<file path="config.mk">
export PLATFORM = sky130hd
export DESIGN_NAME = eegc_top
export DESIGN_NICKNAME = d
export VERILOG_FILES = /design/src/logic/eegc_pkg.sv /design/src/logic/eegc_top.sv
export SDC_FILE = /design/constraint.sdc
export NUM_CORES = 1
export LEC_CHECK = 0
export ABC_CLOCK_PERIOD_IN_PS = 4700
export BUFFER_PORTS_ARGS = -buffer_cell sky130_fd_sc_hd__buf_2
export CORE_ASPECT_RATIO = 2
export CORE_MARGIN = 10
export CORE_UTILIZATION = 45
export DETAILED_ROUTE_END_ITERATION = 8
export PLACE_DENSITY = 0.72
export SETUP_SLACK_MARGIN = 0.05
export SLEW_MARGIN = 25
export SYNTH_ARGS = -nofsm -noshare
export SYNTH_HDL_FRONTEND = slang
export SYNTH_SLANG_ARGS = --single-unit
</file>
<file path="constraint.sdc">
create_clock -name aclk -period 4.7 [get_ports aclk]
set_input_delay 0.47 -clock aclk [delete_from_list [all_inputs] [get_ports aclk]]
set_output_delay 0.47 -clock aclk [all_outputs]
set_load 0.005 [all_outputs]
</file>
<file path="src/logic/eegc_pkg.sv">
// package for the embedded event and gpio control register bank
// assumes a 32-bit axi4-lite bus with 12-bit byte addresses
package eegc_pkg;
   // ************************************************
   // clock and timing
   // ************************************************
   localparam int CLK_PERIOD_NS = 10;
   localparam int RESP_MAX_NS = 150000;
   // longest time, rounded down to whole cycles
   localparam int RESP_MAX_CYC = RESP_MAX_NS / CLK_PERIOD_NS;

   // ************************************************
   // bus geometry
   // ************************************************
   localparam int ADDR_W = 12;
   localparam int DATA_W = 32;
   localparam logic [1:0] RESP_OKAY = 2'h0;
   localparam logic [1:0] RESP_SLVERR = 2'h2;

   // ************************************************
   // register indices, byte address is four times the index
   // ************************************************
   localparam logic [7:0] IDX_CTL_RUN_EN = 8'hb0;
   localparam logic [7:0] IDX_CTL_WAKE_EN = 8'hb1;
   localparam logic [7:0] IDX_BAT_RUN_EN = 8'hb2;
   localparam logic [7:0] IDX_BAT_WAKE_EN = 8'hb3;
   localparam logic [7:0] IDX_A_DIR = 8'hb4;
   localparam logic [7:0] IDX_A_VAL = 8'hb5;
   localparam logic [7:0] IDX_A_RUN_EN = 8'hb6;
   localparam logic [7:0] IDX_A_EDGE = 8'hb7;
   localparam logic [7:0] IDX_A_WAKE_EN = 8'hb8;
   localparam logic [7:0] IDX_B_DIR = 8'hb9;
   localparam logic [7:0] IDX_B_VAL = 8'hba;
   localparam logic [7:0] IDX_B_RUN_EN = 8'hbb;
   localparam logic [7:0] IDX_B_EDGE = 8'hbc;
   localparam logic [7:0] IDX_B_WAKE_EN = 8'hbd;
   localparam logic [7:0] IDX_C_VAL = 8'hbe;
   localparam logic [7:0] IDX_C_RUN_EN = 8'hbf;
   localparam logic [7:0] IDX_EVT_STATUS = 8'hc8;
   localparam logic [7:0] IDX_EVT_MASK = 8'hc9;
   localparam logic [7:0] IDX_BURST_CLR = 8'hca;

   // ************************************************
   // reset values and field layout
   // ************************************************
   localparam logic [7:0] RST_ZERO = 8'h00;
   localparam logic [7:0] RST_B_DIR = 8'h80;
   localparam logic [6:0] B_PIN_MASK = 7'h7f;
   localparam logic [1:0] C_PIN_MASK = 2'h3;
   // controller enable bits used: trip point 2, bus, alert, adapter
   localparam logic [7:0] CTL_EN_MASK = 8'he1;
   localparam logic [7:0] BURST_CLR_VALUE = 8'h00;

   // sticky event layout, also the mask layout
   typedef struct packed {
      logic [1:0] resv;
      logic [7:0] bat;
      logic [3:0] ctl;  // trip2, bus, alert, adapter
      logic [1:0] pin_c;
      logic [6:0] pin_b;
      logic [7:0] pin_a;
   } eegc_evt_t;

   // pin outputs of one gpio group pair
   typedef struct packed {
      logic [6:0] b_out;
      logic [6:0] b_oe;
      logic [7:0] a_out;
      logic [7:0] a_oe;
   } eegc_pins_t;
endpackage : eegc_pkg

</file>
<file path="src/logic/eegc_top.sv">
// control register bank for controller, battery and gpio events
// assumes pins and event inputs synchronous to aclk, axi4-lite master
// How it works
// - registers flagged for retention keep their contents while deep_sleep is high.
// - a read-only-with-write register reads back host data until refresh or a pin change.
// - every register access is answered well within 150 microseconds.
// - each group a or b edge select bit picks falling edge at 0 and rising edge at 1.
// - controller enables hold trip point 2 and bus event bits, 1 enables and 0 disables.
// - controller enables also hold bus alert and adapter bits, 1 enables and 0 disables.
// - battery enables hold trip, depleted, low and caution bits, all reset to zero.
// - battery enables also hold fault, learning, charge change and presence bits.
//
// Decided for this implementation: register access over AXI4-Lite.
`timescale 1ns/1ps
`default_nettype none
module eegc_top
   import eegc_pkg::*;
#(
   parameter int RESP_LIMIT_CYC = RESP_MAX_CYC
) (
   // clock and reset
   input wire logic aclk,
   input wire logic aresetn,
   // axi4-lite write address and data
   input wire logic [ADDR_W-1:0] s_axi_awaddr,
   input wire logic [2:0] s_axi_awprot,
   input wire logic s_axi_awvalid,
   output logic s_axi_awready,
   input wire logic [DATA_W-1:0] s_axi_wdata,
   input wire logic [3:0] s_axi_wstrb,
   input wire logic s_axi_wvalid,
   output logic s_axi_wready,
   // axi4-lite write response
   output logic [1:0] s_axi_bresp,
   output logic s_axi_bvalid,
   input wire logic s_axi_bready,
   // axi4-lite read
   input wire logic [ADDR_W-1:0] s_axi_araddr,
   input wire logic [2:0] s_axi_arprot,
   input wire logic s_axi_arvalid,
   output logic s_axi_arready,
   output logic [DATA_W-1:0] s_axi_rdata,
   output logic [1:0] s_axi_rresp,
   output logic s_axi_rvalid,
   input wire logic s_axi_rready,
   // power state
   input wire logic deep_sleep,
   input wire logic state_clear,
   // event sources, active high levels
   input wire logic [3:0] ctl_evt_in,
   input wire logic [7:0] bat_evt_in,
   // gpio pins
   input wire logic [7:0] pin_a_in,
   input wire logic [6:0] pin_b_in,
   input wire logic [1:0] pin_c_in,
   output eegc_pins_t pins,
   // notifications
   output logic irq,
   output logic wake
);

   // ************************************************
   // helpers
   // ************************************************
   // register index of an aligned byte address, 8'h00 if misaligned
   function automatic logic [7:0] reg_index(input logic [ADDR_W-1:0] a);
      if (a[1:0] != 2'h0) begin
         return 8'h00;
      end
      return a[9:2];
   endfunction : reg_index

   // edge picked by the select bit: 0 falling, 1 rising
   function automatic logic [7:0] edge_hit(input logic [7:0] now, input logic [7:0] was,
                                           input logic [7:0] sel);
      return (sel & now & ~was) | (~sel & ~now & was);
   endfunction : edge_hit

   // ************************************************
   // registers
   // ************************************************
   logic [7:0] ctl_run_en_r, ctl_wake_en_r, bat_run_en_r, bat_wake_en_r;
   logic [7:0] a_dir_r, a_val_r, a_run_en_r, a_edge_r, a_wake_en_r;
   logic [7:0] b_dir_r, b_val_r, b_run_en_r, b_edge_r, b_wake_en_r;
   logic [7:0] c_run_en_r;
   logic [7:0] a_seen_r, b_seen_r, c_seen_r;
   eegc_evt_t status_r, mask_r, status_nxt, evt_set;
   logic burst_r;
   logic [31:0] w32_r;
   logic [7:0] pin_a_q, pin_b_q, pin_c_q;
   logic [3:0] ctl_q;
   logic [7:0] bat_q;
   logic [31:0] refresh_cnt_r;
   logic refresh;

   // ************************************************
   // write channel
   // ************************************************
   logic aw_held_r, w_held_r;
   logic [ADDR_W-1:0] awaddr_r;
   logic [7:0] wdata_r;
   logic wlane_r;
   logic do_write;
   logic [7:0] widx;
   logic wr_hit;

   assign do_write = aw_held_r && w_held_r && !s_axi_bvalid;
   assign widx = reg_index(awaddr_r);

   always_ff @(posedge aclk) begin
      if (!aresetn) begin
         aw_held_r <= 1'b0;
         awaddr_r <= '0;
      end else if (s_axi_awvalid && s_axi_awready) begin
         aw_held_r <= 1'b1;
         awaddr_r <= s_axi_awaddr;
      end else if (do_write) begin
         aw_held_r <= 1'b0;
      end
   end

   always_ff @(posedge aclk) begin
      if (!aresetn) begin
         w_held_r <= 1'b0;
         wdata_r <= 8'h00;
         wlane_r <= 1'b0;
      end else if (s_axi_wvalid && s_axi_wready) begin
         w_held_r <= 1'b1;
         wdata_r <= s_axi_wdata[7:0];
         wlane_r <= s_axi_wstrb[0];
      end else if (do_write) begin
         w_held_r <= 1'b0;
      end
   end

   // ready only while the holding slot is free
   always_ff @(posedge aclk) begin
      if (!aresetn) begin
         s_axi_awready <= 1'b0;
         s_axi_wready <= 1'b0;
      end else begin
         s_axi_awready <= !(aw_held_r || (s_axi_awvalid && s_axi_awready)) || do_write;
         s_axi_wready <= !(w_held_r || (s_axi_wvalid && s_axi_wready)) || do_write;
      end
   end

   always_comb begin
      wr_hit = 1'b1;
      if (awaddr_r[ADDR_W-1:10] != '0 || awaddr_r[1:0] != 2'h0) begin
         wr_hit = 1'b0;
      end else if (widx >= IDX_CTL_RUN_EN && widx <= IDX_C_RUN_EN) begin
         wr_hit = 1'b1;
      end else if (widx >= IDX_EVT_STATUS && widx <= IDX_BURST_CLR) begin
         wr_hit = 1'b1;
      end else begin
         wr_hit = 1'b0;
      end
   end

   // answer one cycle after both halves are held, far inside the limit
   always_ff @(posedge aclk) begin
      if (!aresetn) begin
         s_axi_bvalid <= 1'b0;
         s_axi_bresp <= RESP_OKAY;
      end else if (do_write) begin
         s_axi_bvalid <= 1'b1;
         s_axi_bresp <= wr_hit ? RESP_OKAY : RESP_SLVERR;
      end else if (s_axi_bready) begin
         s_axi_bvalid <= 1'b0;
      end
   end

   logic wr;
   assign wr = do_write && wr_hit && wlane_r;

   // ************************************************
   // enable and edge registers
   // ************************************************
   always_ff @(posedge aclk) begin
      if (!aresetn) begin
         ctl_run_en_r <= RST_ZERO;
         ctl_wake_en_r <= RST_ZERO;
         bat_run_en_r <= RST_ZERO;
         bat_wake_en_r <= RST_ZERO;
         a_run_en_r <= RST_ZERO;
         a_edge_r <= RST_ZERO;
         a_wake_en_r <= RST_ZERO;
         b_run_en_r <= RST_ZERO;
         b_edge_r <= RST_ZERO;
         b_wake_en_r <= RST_ZERO;
         c_run_en_r <= RST_ZERO;
      end else if (wr) begin
         if (widx == IDX_CTL_RUN_EN) begin
            ctl_run_en_r <= wdata_r & CTL_EN_MASK;
         end else if (widx == IDX_CTL_WAKE_EN) begin
            ctl_wake_en_r <= wdata_r & CTL_EN_MASK;
         end else if (widx == IDX_BAT_RUN_EN) begin
            bat_run_en_r <= wdata_r;
         end else if (widx == IDX_BAT_WAKE_EN) begin
            bat_wake_en_r <= wdata_r;
         end else if (widx == IDX_A_RUN_EN) begin
            a_run_en_r <= wdata_r;
         end else if (widx == IDX_A_EDGE) begin
            a_edge_r <= wdata_r;
         end else if (widx == IDX_A_WAKE_EN) begin
            a_wake_en_r <= wdata_r;
         end else if (widx == IDX_B_RUN_EN) begin
            b_run_en_r <= {1'b0, wdata_r[6:0] & B_PIN_MASK};
         end else if (widx == IDX_B_EDGE) begin
            b_edge_r <= {1'b0, wdata_r[6:0] & B_PIN_MASK};
         end else if (widx == IDX_B_WAKE_EN) begin
            b_wake_en_r <= {1'b0, wdata_r[6:0] & B_PIN_MASK};
         end else if (widx == IDX_C_RUN_EN) begin
            c_run_en_r <= {6'h00, wdata_r[1:0] & C_PIN_MASK};
         end
      end
   end

   // ************************************************
   // retained direction and pin value registers
   // ************************************************
   // a state clear outside deep sleep reverts them; in deep sleep they hold
   always_ff @(posedge aclk) begin
      if (!aresetn) begin
         a_dir_r <= RST_ZERO;
         b_dir_r <= RST_B_DIR;
         a_val_r <= RST_ZERO;
         b_val_r <= RST_ZERO;
      end else if (state_clear && !deep_sleep) begin
         a_dir_r <= RST_ZERO;
         b_dir_r <= RST_B_DIR;
         a_val_r <= RST_ZERO;
         b_val_r <= RST_ZERO;
      end else if (wr) begin
         if (widx == IDX_A_DIR) begin
            a_dir_r <= wdata_r;
         end else if (widx == IDX_B_DIR) begin
            b_dir_r <= wdata_r;
         end else if (widx == IDX_A_VAL) begin
            a_val_r <= wdata_r;
         end else if (widx == IDX_B_VAL) begin
            b_val_r <= {1'b0, wdata_r[6:0]};
         end
      end
   end

   // pins driven only where the direction bit is 1
   always_ff @(posedge aclk) begin
      if (!aresetn) begin
         pins <= '0;
      end else begin
         pins.a_out <= a_val_r;
         pins.a_oe <= a_dir_r;
         pins.b_out <= b_val_r[6:0];
         pins.b_oe <= b_dir_r[6:0];
      end
   end

   // ************************************************
   // readback of input pins
   // ************************************************
   always_ff @(posedge aclk) begin
      if (!aresetn) begin
         refresh_cnt_r <= 32'h0;
      end else if (refresh) begin
         refresh_cnt_r <= 32'h0;
      end else begin
         refresh_cnt_r <= refresh_cnt_r + 32'h1;
      end
   end
   assign refresh = (refresh_cnt_r >= 32'(RESP_LIMIT_CYC - 1));

   // written data shadows an input pin until the pin moves or a refresh
   always_ff @(posedge aclk) begin
      if (!aresetn) begin
         a_seen_r <= RST_ZERO;
         b_seen_r <= RST_ZERO;
         c_seen_r <= RST_ZERO;
      end else begin
         if (wr && widx == IDX_A_VAL) begin
            a_seen_r <= wdata_r;
         end else if (refresh || pin_a_in != pin_a_q) begin
            a_seen_r <= pin_a_in;
         end
         if (wr && widx == IDX_B_VAL) begin
            b_seen_r <= {1'b0, wdata_r[6:0]};
         end else if (refresh || {1'b0, pin_b_in} != pin_b_q) begin
            b_seen_r <= {1'b0, pin_b_in};
         end
         if (wr && widx == IDX_C_VAL) begin
            c_seen_r <= {6'h00, wdata_r[1:0]};
         end else if (refresh || {6'h00, pin_c_in} != pin_c_q) begin
            c_seen_r <= {6'h00, pin_c_in};
         end
      end
   end

   // ************************************************
   // event detection
   // ************************************************
   always_ff @(posedge aclk) begin
      if (!aresetn) begin
         pin_a_q <= RST_ZERO;
         pin_b_q <= RST_ZERO;
         pin_c_q <= RST_ZERO;
         ctl_q <= 4'h0;
         bat_q <= RST_ZERO;
      end else begin
         pin_a_q <= pin_a_in;
         pin_b_q <= {1'b0, pin_b_in};
         pin_c_q <= {6'h00, pin_c_in};
         ctl_q <= ctl_evt_in;
         bat_q <= bat_evt_in;
      end
   end

   logic [3:0] ctl_en;
   logic [7:0] b_hit;
   assign ctl_en = {ctl_run_en_r[7:5], ctl_run_en_r[0]} | {ctl_wake_en_r[7:5], ctl_wake_en_r[0]};
   assign b_hit = edge_hit({1'b0, pin_b_in}, pin_b_q, b_edge_r);

   always_comb begin
      evt_set = '0;
      evt_set.pin_a = edge_hit(pin_a_in, pin_a_q, a_edge_r) & (a_run_en_r | a_wake_en_r);
      evt_set.pin_b = b_hit[6:0] & (b_run_en_r[6:0] | b_wake_en_r[6:0]);
      // group c has no edge select register; rising edge only here
      evt_set.pin_c = pin_c_in & ~pin_c_q[1:0] & c_run_en_r[1:0];
      evt_set.ctl = ctl_evt_in & ~ctl_q & ctl_en;
      evt_set.bat = bat_evt_in & ~bat_q & (bat_run_en_r | bat_wake_en_r);
   end

   // ************************************************
   // sticky status, mask, burst flag
   // ************************************************
   always_comb begin
      status_nxt = status_r;
      if (wr && widx == IDX_EVT_STATUS) begin
         status_nxt = status_r & ~eegc_evt_t'(w32_r[30:0]);
      end
      // set beats a same-cycle clear
      status_nxt = status_nxt | evt_set;
      status_nxt.resv = 2'h0;
   end

   always_ff @(posedge aclk) begin
      if (!aresetn) begin
         w32_r <= 32'h0;
      end else if (s_axi_wvalid && s_axi_wready) begin
         w32_r <= s_axi_wdata;
      end
   end

   always_ff @(posedge aclk) begin
      if (!aresetn) begin
         status_r <= '0;
      end else begin
         status_r <= status_nxt;
      end
   end

   always_ff @(posedge aclk) begin
      if (!aresetn) begin
         mask_r <= '0;
      end else if (wr && widx == IDX_EVT_MASK) begin
         mask_r <= eegc_evt_t'(w32_r[30:0] & 31'h1fffffff);
      end
   end

   // status writes raise the burst flag, a zero write to the clear drops it
   always_ff @(posedge aclk) begin
      if (!aresetn) begin
         burst_r <= 1'b0;
      end else if (wr && widx == IDX_EVT_STATUS) begin
         burst_r <= 1'b1;
      end else if (wr && widx == IDX_BURST_CLR && wdata_r == BURST_CLR_VALUE) begin
         burst_r <= 1'b0;
      end
   end

   always_ff @(posedge aclk) begin
      if (!aresetn) begin
         irq <= 1'b0;
         wake <= 1'b0;
      end else begin
         irq <= |(status_r & mask_r);
         wake <= |(status_r.pin_a & a_wake_en_r) | |(status_r.pin_b & b_wake_en_r[6:0]) |
                 |(status_r.ctl & {ctl_wake_en_r[7:5], ctl_wake_en_r[0]}) |
                 |(status_r.bat & bat_wake_en_r);
      end
   end

   // ************************************************
   // read channel
   // ************************************************
   logic [7:0] ridx;
   logic [DATA_W-1:0] rd_val;
   logic rd_hit;
   assign ridx = reg_index(s_axi_araddr);

   always_comb begin
      rd_val = 32'h0;
      rd_hit = 1'b1;
      if (s_axi_araddr[ADDR_W-1:10] != '0 || s_axi_araddr[1:0] != 2'h0) begin
         rd_hit = 1'b0;
      end else if (ridx == IDX_CTL_RUN_EN) begin
         rd_val = {24'h0, ctl_run_en_r};
      end else if (ridx == IDX_CTL_WAKE_EN) begin
         rd_val = {24'h0, ctl_wake_en_r};
      end else if (ridx == IDX_BAT_RUN_EN) begin
         rd_val = {24'h0, bat_run_en_r};
      end else if (ridx == IDX_BAT_WAKE_EN) begin
         rd_val = {24'h0, bat_wake_en_r};
      end else if (ridx == IDX_A_DIR) begin
         rd_val = {24'h0, a_dir_r};
      end else if (ridx == IDX_A_VAL) begin
         rd_val = {24'h0, (a_val_r & a_dir_r) | (a_seen_r & ~a_dir_r)};
      end else if (ridx == IDX_A_RUN_EN) begin
         rd_val = {24'h0, a_run_en_r};
      end else if (ridx == IDX_A_EDGE) begin
         rd_val = {24'h0, a_edge_r};
      end else if (ridx == IDX_A_WAKE_EN) begin
         rd_val = {24'h0, a_wake_en_r};
      end else if (ridx == IDX_B_DIR) begin
         rd_val = {24'h0, b_dir_r};
      end else if (ridx == IDX_B_VAL) begin
         rd_val = {24'h0, 1'b0, (b_val_r[6:0] & b_dir_r[6:0]) | (b_seen_r[6:0] & ~b_dir_r[6:0])};
      end else if (ridx == IDX_B_RUN_EN) begin
         rd_val = {24'h0, b_run_en_r};
      end else if (ridx == IDX_B_EDGE) begin
         rd_val = {24'h0, b_edge_r};
      end else if (ridx == IDX_B_WAKE_EN) begin
         rd_val = {24'h0, b_wake_en_r};
      end else if (ridx == IDX_C_VAL) begin
         rd_val = {24'h0, c_seen_r};
      end else if (ridx == IDX_C_RUN_EN) begin
         rd_val = {24'h0, c_run_en_r};
      end else if (ridx == IDX_EVT_STATUS) begin
         rd_val = 32'(status_r);
      end else if (ridx == IDX_EVT_MASK) begin
         rd_val = 32'(mask_r);
      end else if (ridx == IDX_BURST_CLR) begin
         rd_val = {31'h0, burst_r};
      end else begin
         rd_hit = 1'b0;
      end
   end

   // one read in flight; data one cycle after the address is taken
   always_ff @(posedge aclk) begin
      if (!aresetn) begin
         s_axi_arready <= 1'b0;
         s_axi_rvalid <= 1'b0;
         s_axi_rdata <= 32'h0;
         s_axi_rresp <= RESP_OKAY;
      end else if (s_axi_arvalid && s_axi_arready) begin
         s_axi_arready <= 1'b0;
         s_axi_rvalid <= 1'b1;
         s_axi_rdata <= rd_val;
         s_axi_rresp <= rd_hit ? RESP_OKAY : RESP_SLVERR;
      end else if (s_axi_rvalid) begin
         if (s_axi_rready) begin
            s_axi_rvalid <= 1'b0;
            s_axi_arready <= 1'b1;
         end
      end else begin
         s_axi_arready <= 1'b1;
      end
   end

endmodule : eegc_top
`default_nettype wire

</file>
Word-level counts from Yosys, hierarchy flattened --
Cells that the tools add are included.
Word-level totals: bits of input ports 104, bits in registers 370, logic and storage cells 303
Cells by class: magnitude comparators 5, add/sub/neg operators 1, bitwise logic cells 64, reduce and logical (&&, ||, !) cells 65, multiplexer cells 70, equality and inequality tests 42
Operators with widths (number):
- 2-to-1 mux 31 bit | 17
- equality test 8 bit, second input constant | 38
- AND 8 bit | 11
- 2-to-1 mux 29 bit | 3
- AND 29 bit | 2
- AND 7 bit | 8
- 2-to-1 mux 8 bit | 6
- NOT 8 bit | 5
- 2-to-1 mux 1 bit | 38
- adder 32 x 1 -> 32 bit, second input constant | 1
- >= comparator 32 x 14 -> 1 bit, second input constant | 1
- OR 8 bit | 4
- OR reduction 31 bit | 1
- NOT 29 bit | 1
- OR 29 bit | 1
- NOT 7 bit | 4
- nonzero test 2 bit | 11
- OR 7 bit | 3
- logical AND 1 bit | 17
- >= comparator 8 bit, second input constant | 2
- <= comparator 8 bit, second input constant | 2
- OR reduction 8 bit | 2
- 2-to-1 mux 7 bit | 2
- NOT 1 bit | 14
- other kinds (28) | 53

Logic depth before layout (Yosys ltp) --
word-level depth 25, gate-level depth with buffers 10, gate-level depth less buffers 7

Worst setup path after synthesis --
OpenSTA, ideal clock, no wires.
kind input -> register, from in s_axi_araddr[1], to reg s_axi_rdata[2], buffers on the path 3, data required time 4.630 ns, setup slack 2.311 ns, stages on the path 9, library setup time 0.070 ns, arrival time 2.319 ns, cell sequence buf_2 or4b_1 buf_2 or2_1 clkbuf_1 or3_1 a31oi_1 o22ai_1 a21oi_1
Between the ends: word-level cells in the longest chain between the ends 23, elaborated cells on any way between the ends 41, classes of those cells eq/ne: 18; mux: 21; reduce/logical: 2
Ends and longest elaborated chain:
- start, declared | RTL line eegc_top.sv:38 | input wire logic [ADDR_W-1:0] s_axi_araddr,
- nonzero test 2 bit (*) | RTL line eegc_top.sv:67, eegc_top.sv:403
- 2-to-1 mux 1 bit | RTL line eegc_top.sv:67 | if (a[1:0] != 2'h0) begin
- 2-to-1 mux 8 bit | RTL line eegc_top.sv:70 | return a[9:2];
- equality test 8 bit | RTL line eegc_top.sv:439 | end else if (ridx == IDX_EVT_MASK) begin
- 2-to-1 mux 29 bit | RTL line eegc_top.sv:439
- 2-to-1 mux 29 bit | RTL line eegc_top.sv:437 | end else if (ridx == IDX_EVT_STATUS) begin
- 2-to-1 mux 31 bit | RTL line eegc_top.sv:435 | end else if (ridx == IDX_C_RUN_EN) begin
- 2-to-1 mux 31 bit | RTL line eegc_top.sv:433 | end else if (ridx == IDX_C_VAL) begin
- (+7 left out)
- 2-to-1 mux 31 bit | RTL line eegc_top.sv:417 | end else if (ridx == IDX_A_RUN_EN) begin
- 2-to-1 mux 31 bit | RTL line eegc_top.sv:415 | end else if (ridx == IDX_A_VAL) begin
- 2-to-1 mux 31 bit | RTL line eegc_top.sv:413 | end else if (ridx == IDX_A_DIR) begin
- 2-to-1 mux 31 bit | RTL line eegc_top.sv:411 | end else if (ridx == IDX_BAT_WAKE_EN) begin
- 2-to-1 mux 31 bit | RTL line eegc_top.sv:409 | end else if (ridx == IDX_BAT_RUN_EN) begin
- 2-to-1 mux 31 bit | RTL line eegc_top.sv:407 | end else if (ridx == IDX_CTL_WAKE_EN) begin
- 2-to-1 mux 31 bit | RTL line eegc_top.sv:405 | end else if (ridx == IDX_CTL_RUN_EN) begin
- 2-to-1 mux 31 bit (*) | RTL line eegc_top.sv:403 | if (s_axi_araddr[ADDR_W-1:10] != '0 || s_axi_araddr[1:0] != 2'h0) begin
- end signal, assigned | RTL line eegc_top.sv:458 | s_axi_rdata <= rd_val;
- end, declared | RTL line eegc_top.sv:42 | output logic [DATA_W-1:0] s_axi_rdata,
Mark *: on every way between the ends. The rest lies on a longest branch, timed or not. A chain may end at the register's enable or synchronous reset.

Final worst setup path --
from reg awaddr_r[5], to reg mask_r[1] in the netlist's numbering
Between the ends: word-level cells in the longest chain between the ends 9, elaborated cells on any way between the ends 14, classes of those cells order compare: 4; eq/ne: 1; mux: 4; reduce/logical: 5
Ends and longest elaborated chain:
- start, declared | RTL line eegc_top.sv:100 | logic [ADDR_W-1:0] awaddr_r;
- start signal, assigned | RTL line eegc_top.sv:116 | awaddr_r <= s_axi_awaddr;
- 2-to-1 mux 8 bit (*) | RTL line eegc_top.sv:70
- >= comparator 8 bit / <= comparator 8 bit (equally long branches) | RTL line eegc_top.sv:153 | end else if (widx >= IDX_EVT_STATUS && widx <= IDX_BURST_CLR) begin
- logical AND 1 bit | RTL line eegc_top.sv:153
- 2-to-1 mux 1 bit | RTL line eegc_top.sv:153
- 2-to-1 mux 1 bit | RTL line eegc_top.sv:151 | end else if (widx >= IDX_CTL_RUN_EN && widx <= IDX_C_RUN_EN) begin
- 2-to-1 mux 1 bit | RTL line eegc_top.sv:149 | if (awaddr_r[ADDR_W-1:10] != '0 || awaddr_r[1:0] != 2'h0) begin
- logical AND 1 bit (2 in series) | RTL line eegc_top.sv:174 | assign wr = do_write && wr_hit && wlane_r;
- logical AND 1 bit (*) | RTL line eegc_top.sv:364 | end else if (wr && widx == IDX_EVT_MASK) begin
- end signal, assigned | RTL line eegc_top.sv:365 | mask_r <= eegc_evt_t'(w32_r[30:0] & 31'h1fffffff);
- end, declared | RTL line eegc_top.sv:87 | eegc_evt_t status_r, mask_r, status_nxt, evt_set;
Marks and branches as above.

==> results.md <==
- Outcome: finished clean
- CP Data Arrival Time: 3.48 ns
- PwrDens: 345.2 nW/um2
- Overall routing resource usage: 24.90%
- Rel. slew slack: 21.97%
- I/O Buffers: 159
- Largest family of logic cells by synthesized area: simple AND/OR/NAND/NOR gates
- Top delay family on crit path: simple AND/OR/NAND/NOR gates
- Final WL: 53.79 mm
- CTS H-tree lvls: 1
- Num CTS Buffers: 30
- Post-synth EDFFs: 0
- Worst Path Required: 5.21 ns
- Main synth FF type: dfxtp_1
- Complex-gate fraction of the synthesized area: 18.13%
- Routability Congestion: 0.9853
- Setup Skew: 0.02646 ns
- Clock sinks: 351
- Mux cell area share after synthesis: 8.027%
- Asr flop ratio synth: 0%
- Least-Margin Pin Slew: 1.169 ns
- Crit path time final: 2.961 ns
- YS warnings: 0
- CP max FO: 58
- Util after Layout: 51.98%
- Drt wl/cell: 23.33 um
- Fill cells: 3124
- Worst Path Buf+Inv: 1
- Largest net degree at the start of global routing: 92
- Class of the most critical setup path: flip-flop to flip-flop
- Most common library cells after synthesis: dfxtp_1, nand2_1, nor2_1, a21oi_1, mux2i_1
- Cell taking the most area after synthesis: dfxtp_1
- CTS tree: built
- DR vias/cell: 5.847
- Final slew viol count: 0
- DRC: 0
- Worst-case clock buffer depth: 3
- Final hold vios: 0
- Leakage: 0.006344 uW
- Post-synth cell types: 85
- Post-cts sizing count: 0
- Worst hold path type: input port to flip-flop
- Mapped cell area: 15070 um2
- Core Area: 33050 um2
- Count leader, synth: dfxtp_1
- Post-DP HPWL: 39.56 mm
- Root buffer cell: clkbuf_16
- Register area share after synthesis: 46.62%
- Final nets: 1956
- Layout cells sized above 1: 14.85%
- CP Launch Type: flip-flop
- Synth Area in Simple Gates: 21.67%
- Max stage delay cell, worst path: or4b_1
- Post-Synth Adder-Cell Area: 0.2490%
- Most common cell on crit path: nor4_4
- Initial core utilization: 45.61%
- Post-Route Setup TNS: 0 ns
- Clk Latency, worst-skew pair: 0.60 ns
- Num ports: 177
- Die width: 149.4 um
- Yosys top cell area share: 46.62%
- Endpoints failing setup: 0
- Initial antenna violation count: 1
- Unrepaired setup endpoints after global routing: no
- Vias: 13480
- Postcts setup bufs: 0
- Final worst-path cycle share: 63.01%
- FMAX: 337.7 MHz
- CTS clk-pin slew, worst paths: 0.07 ns
- Synth Area in XOR/XNOR: 1.511%
- Rows: 94
- CTS Hold Bufs: 0
- Max cap viols: 0
- Max VDD drop: 0.2812 mV
- Grt total ovfl: 0
- Critical Path Max Stage Delay: 0.70 ns
- ANT nets after route: 0
- Crit path cell chain: or4b_1 -> nor4_4 -> a211oi_2 -> nor4_4 -> buf_4 -> nand3_1 -> o21ai_0
- Vias in the first global route: 13350
- DRT Pass-1 Iters: 6
- Synth area leaders: dfxtp_1, mux2i_1, nand2_1
- Die Area: 41660 um2
- Avg Cell Area, Syn: 8.738 um2
- Critical path endpoint category: flip-flop
- Gate Count Post-Synth: 1725
- First-pass GRT wire length: 80.03 mm
- Flops & latches, synth: 351
- DR iter-0 viols: 1246
- Layout area overhead: 13.98%
- Die Span Y: 278.8 um
[cell type report]
class                      instances  area (um2)  share of cell area, %
antenna                            2       5.005                0.02913
clock buffer                      43       880.8                  5.127
multi-input combinational       1267        7570                  44.06
tap                              432       540.5                  3.146
sequential                       351        7028                  40.91
clock inverter                    12       100.1                 0.5826
timing repair buffer             187        1008                  5.870
inverter                          12       47.55                 0.2767
[worst register-to-register path: cells and delay by family (launching register included)]
kind,cells,cell delay (ns)
DFF,1,0.62
buffers and inverters,1,0.50
AOI/OAI and AO/OA,2,0.31
and+or+nand+nor,4,1.47
[layer usage]
metal	part of all wire, %	routed length, um	vias up	GRT usage (%)
met5	0	0	-	0
met4	8.6	4619	0	19.99
met3	6.5	3505	203	4.002
met2	50	26960	610	43.64
met1	35	18700	6387	25.36
li1	-	-	6284	-
[per-stage QoR]
stage	hold WS (ns)	instances	worst slack, ns	area [um2]	power [uW]
after floorplan	0.4179	1747	2.311	15160	3331
after global placement	0.4318	2249	1.651	16190	3475
after detailed placement	0.4445	2249	1.630	16190	3483
after CTS	0.08364	2304	1.768	17180	5957
after global routing	0.09358	2305	1.550	17180	6099
final	0.09685	2306	1.739	17180	5931
[cells in the final DEF, fill, tap and decap left out, types with 19 or more instances in the layout]
cell type,instances
dfxtp_1,350
nand2_1,227
nor2_1,203
buf_2,158
a21oi_1,130
mux2i_1,113
o21ai_0,105
and2_1,60
a22oi_1,49
nand3_1,47
o21a_1,31
clkbuf_16,31
buf_4,29
conb_1,23
xor2_1,22
a21boi_1,19
[power breakdown]
part | switching [uW] | internal [uW] | total (uW) | leakage (uW)
clock network | 1150 | 1360 | 2510 | 0.000479
registers | 53.9 | 3030 | 3080 | 0.00285
logic | 231 | 110 | 341 | 0.00301
total | 1440 | 4490 | 5930 | 0.00634
[cell families after synthesis]
group,count (synthesis)
multiplexers,120
adder cells (fa/ha/maj),3
buffers and inverters,129
flip-flops,351
AND/OR/NAND/NOR,661
AO/OA/AOI/OAI,434
XOR/XNOR,26
other,1
[registers in the layout, indices dropped and copies added, names as in the netlist, 8 cells and up]
register	cells
bat_run_en_r	8
a_run_en_r	8
pin_a_q	8
b_dir_r	8
status_r	29
a_edge_r	8
awaddr_r	12
w32_r	22
a_val_r	8
a_wake_en_r	8
s_axi_rdata	29
bat_wake_en_r	8
mask_r	29
a_dir_r	8
pins	30
bat_q	8
a_seen_r	8
refresh_cnt_r	32
[path summary, 6_finish.rpt]
kind | from | cells after the start | slack [ns] | end
max | awaddr_r[5] | 7 | 1.74 | mask_r[1]
min | bat_evt_in[1] | 2 | 0.1 | bat_q[1]
max reg2reg | awaddr_r[5] | 7 | 1.74 | mask_r[1]
min reg2reg | refresh_cnt_r[0] | 1 | 0.45 | refresh_cnt_r[0]
No activity file was read; power rests on OpenSTA's default activity.
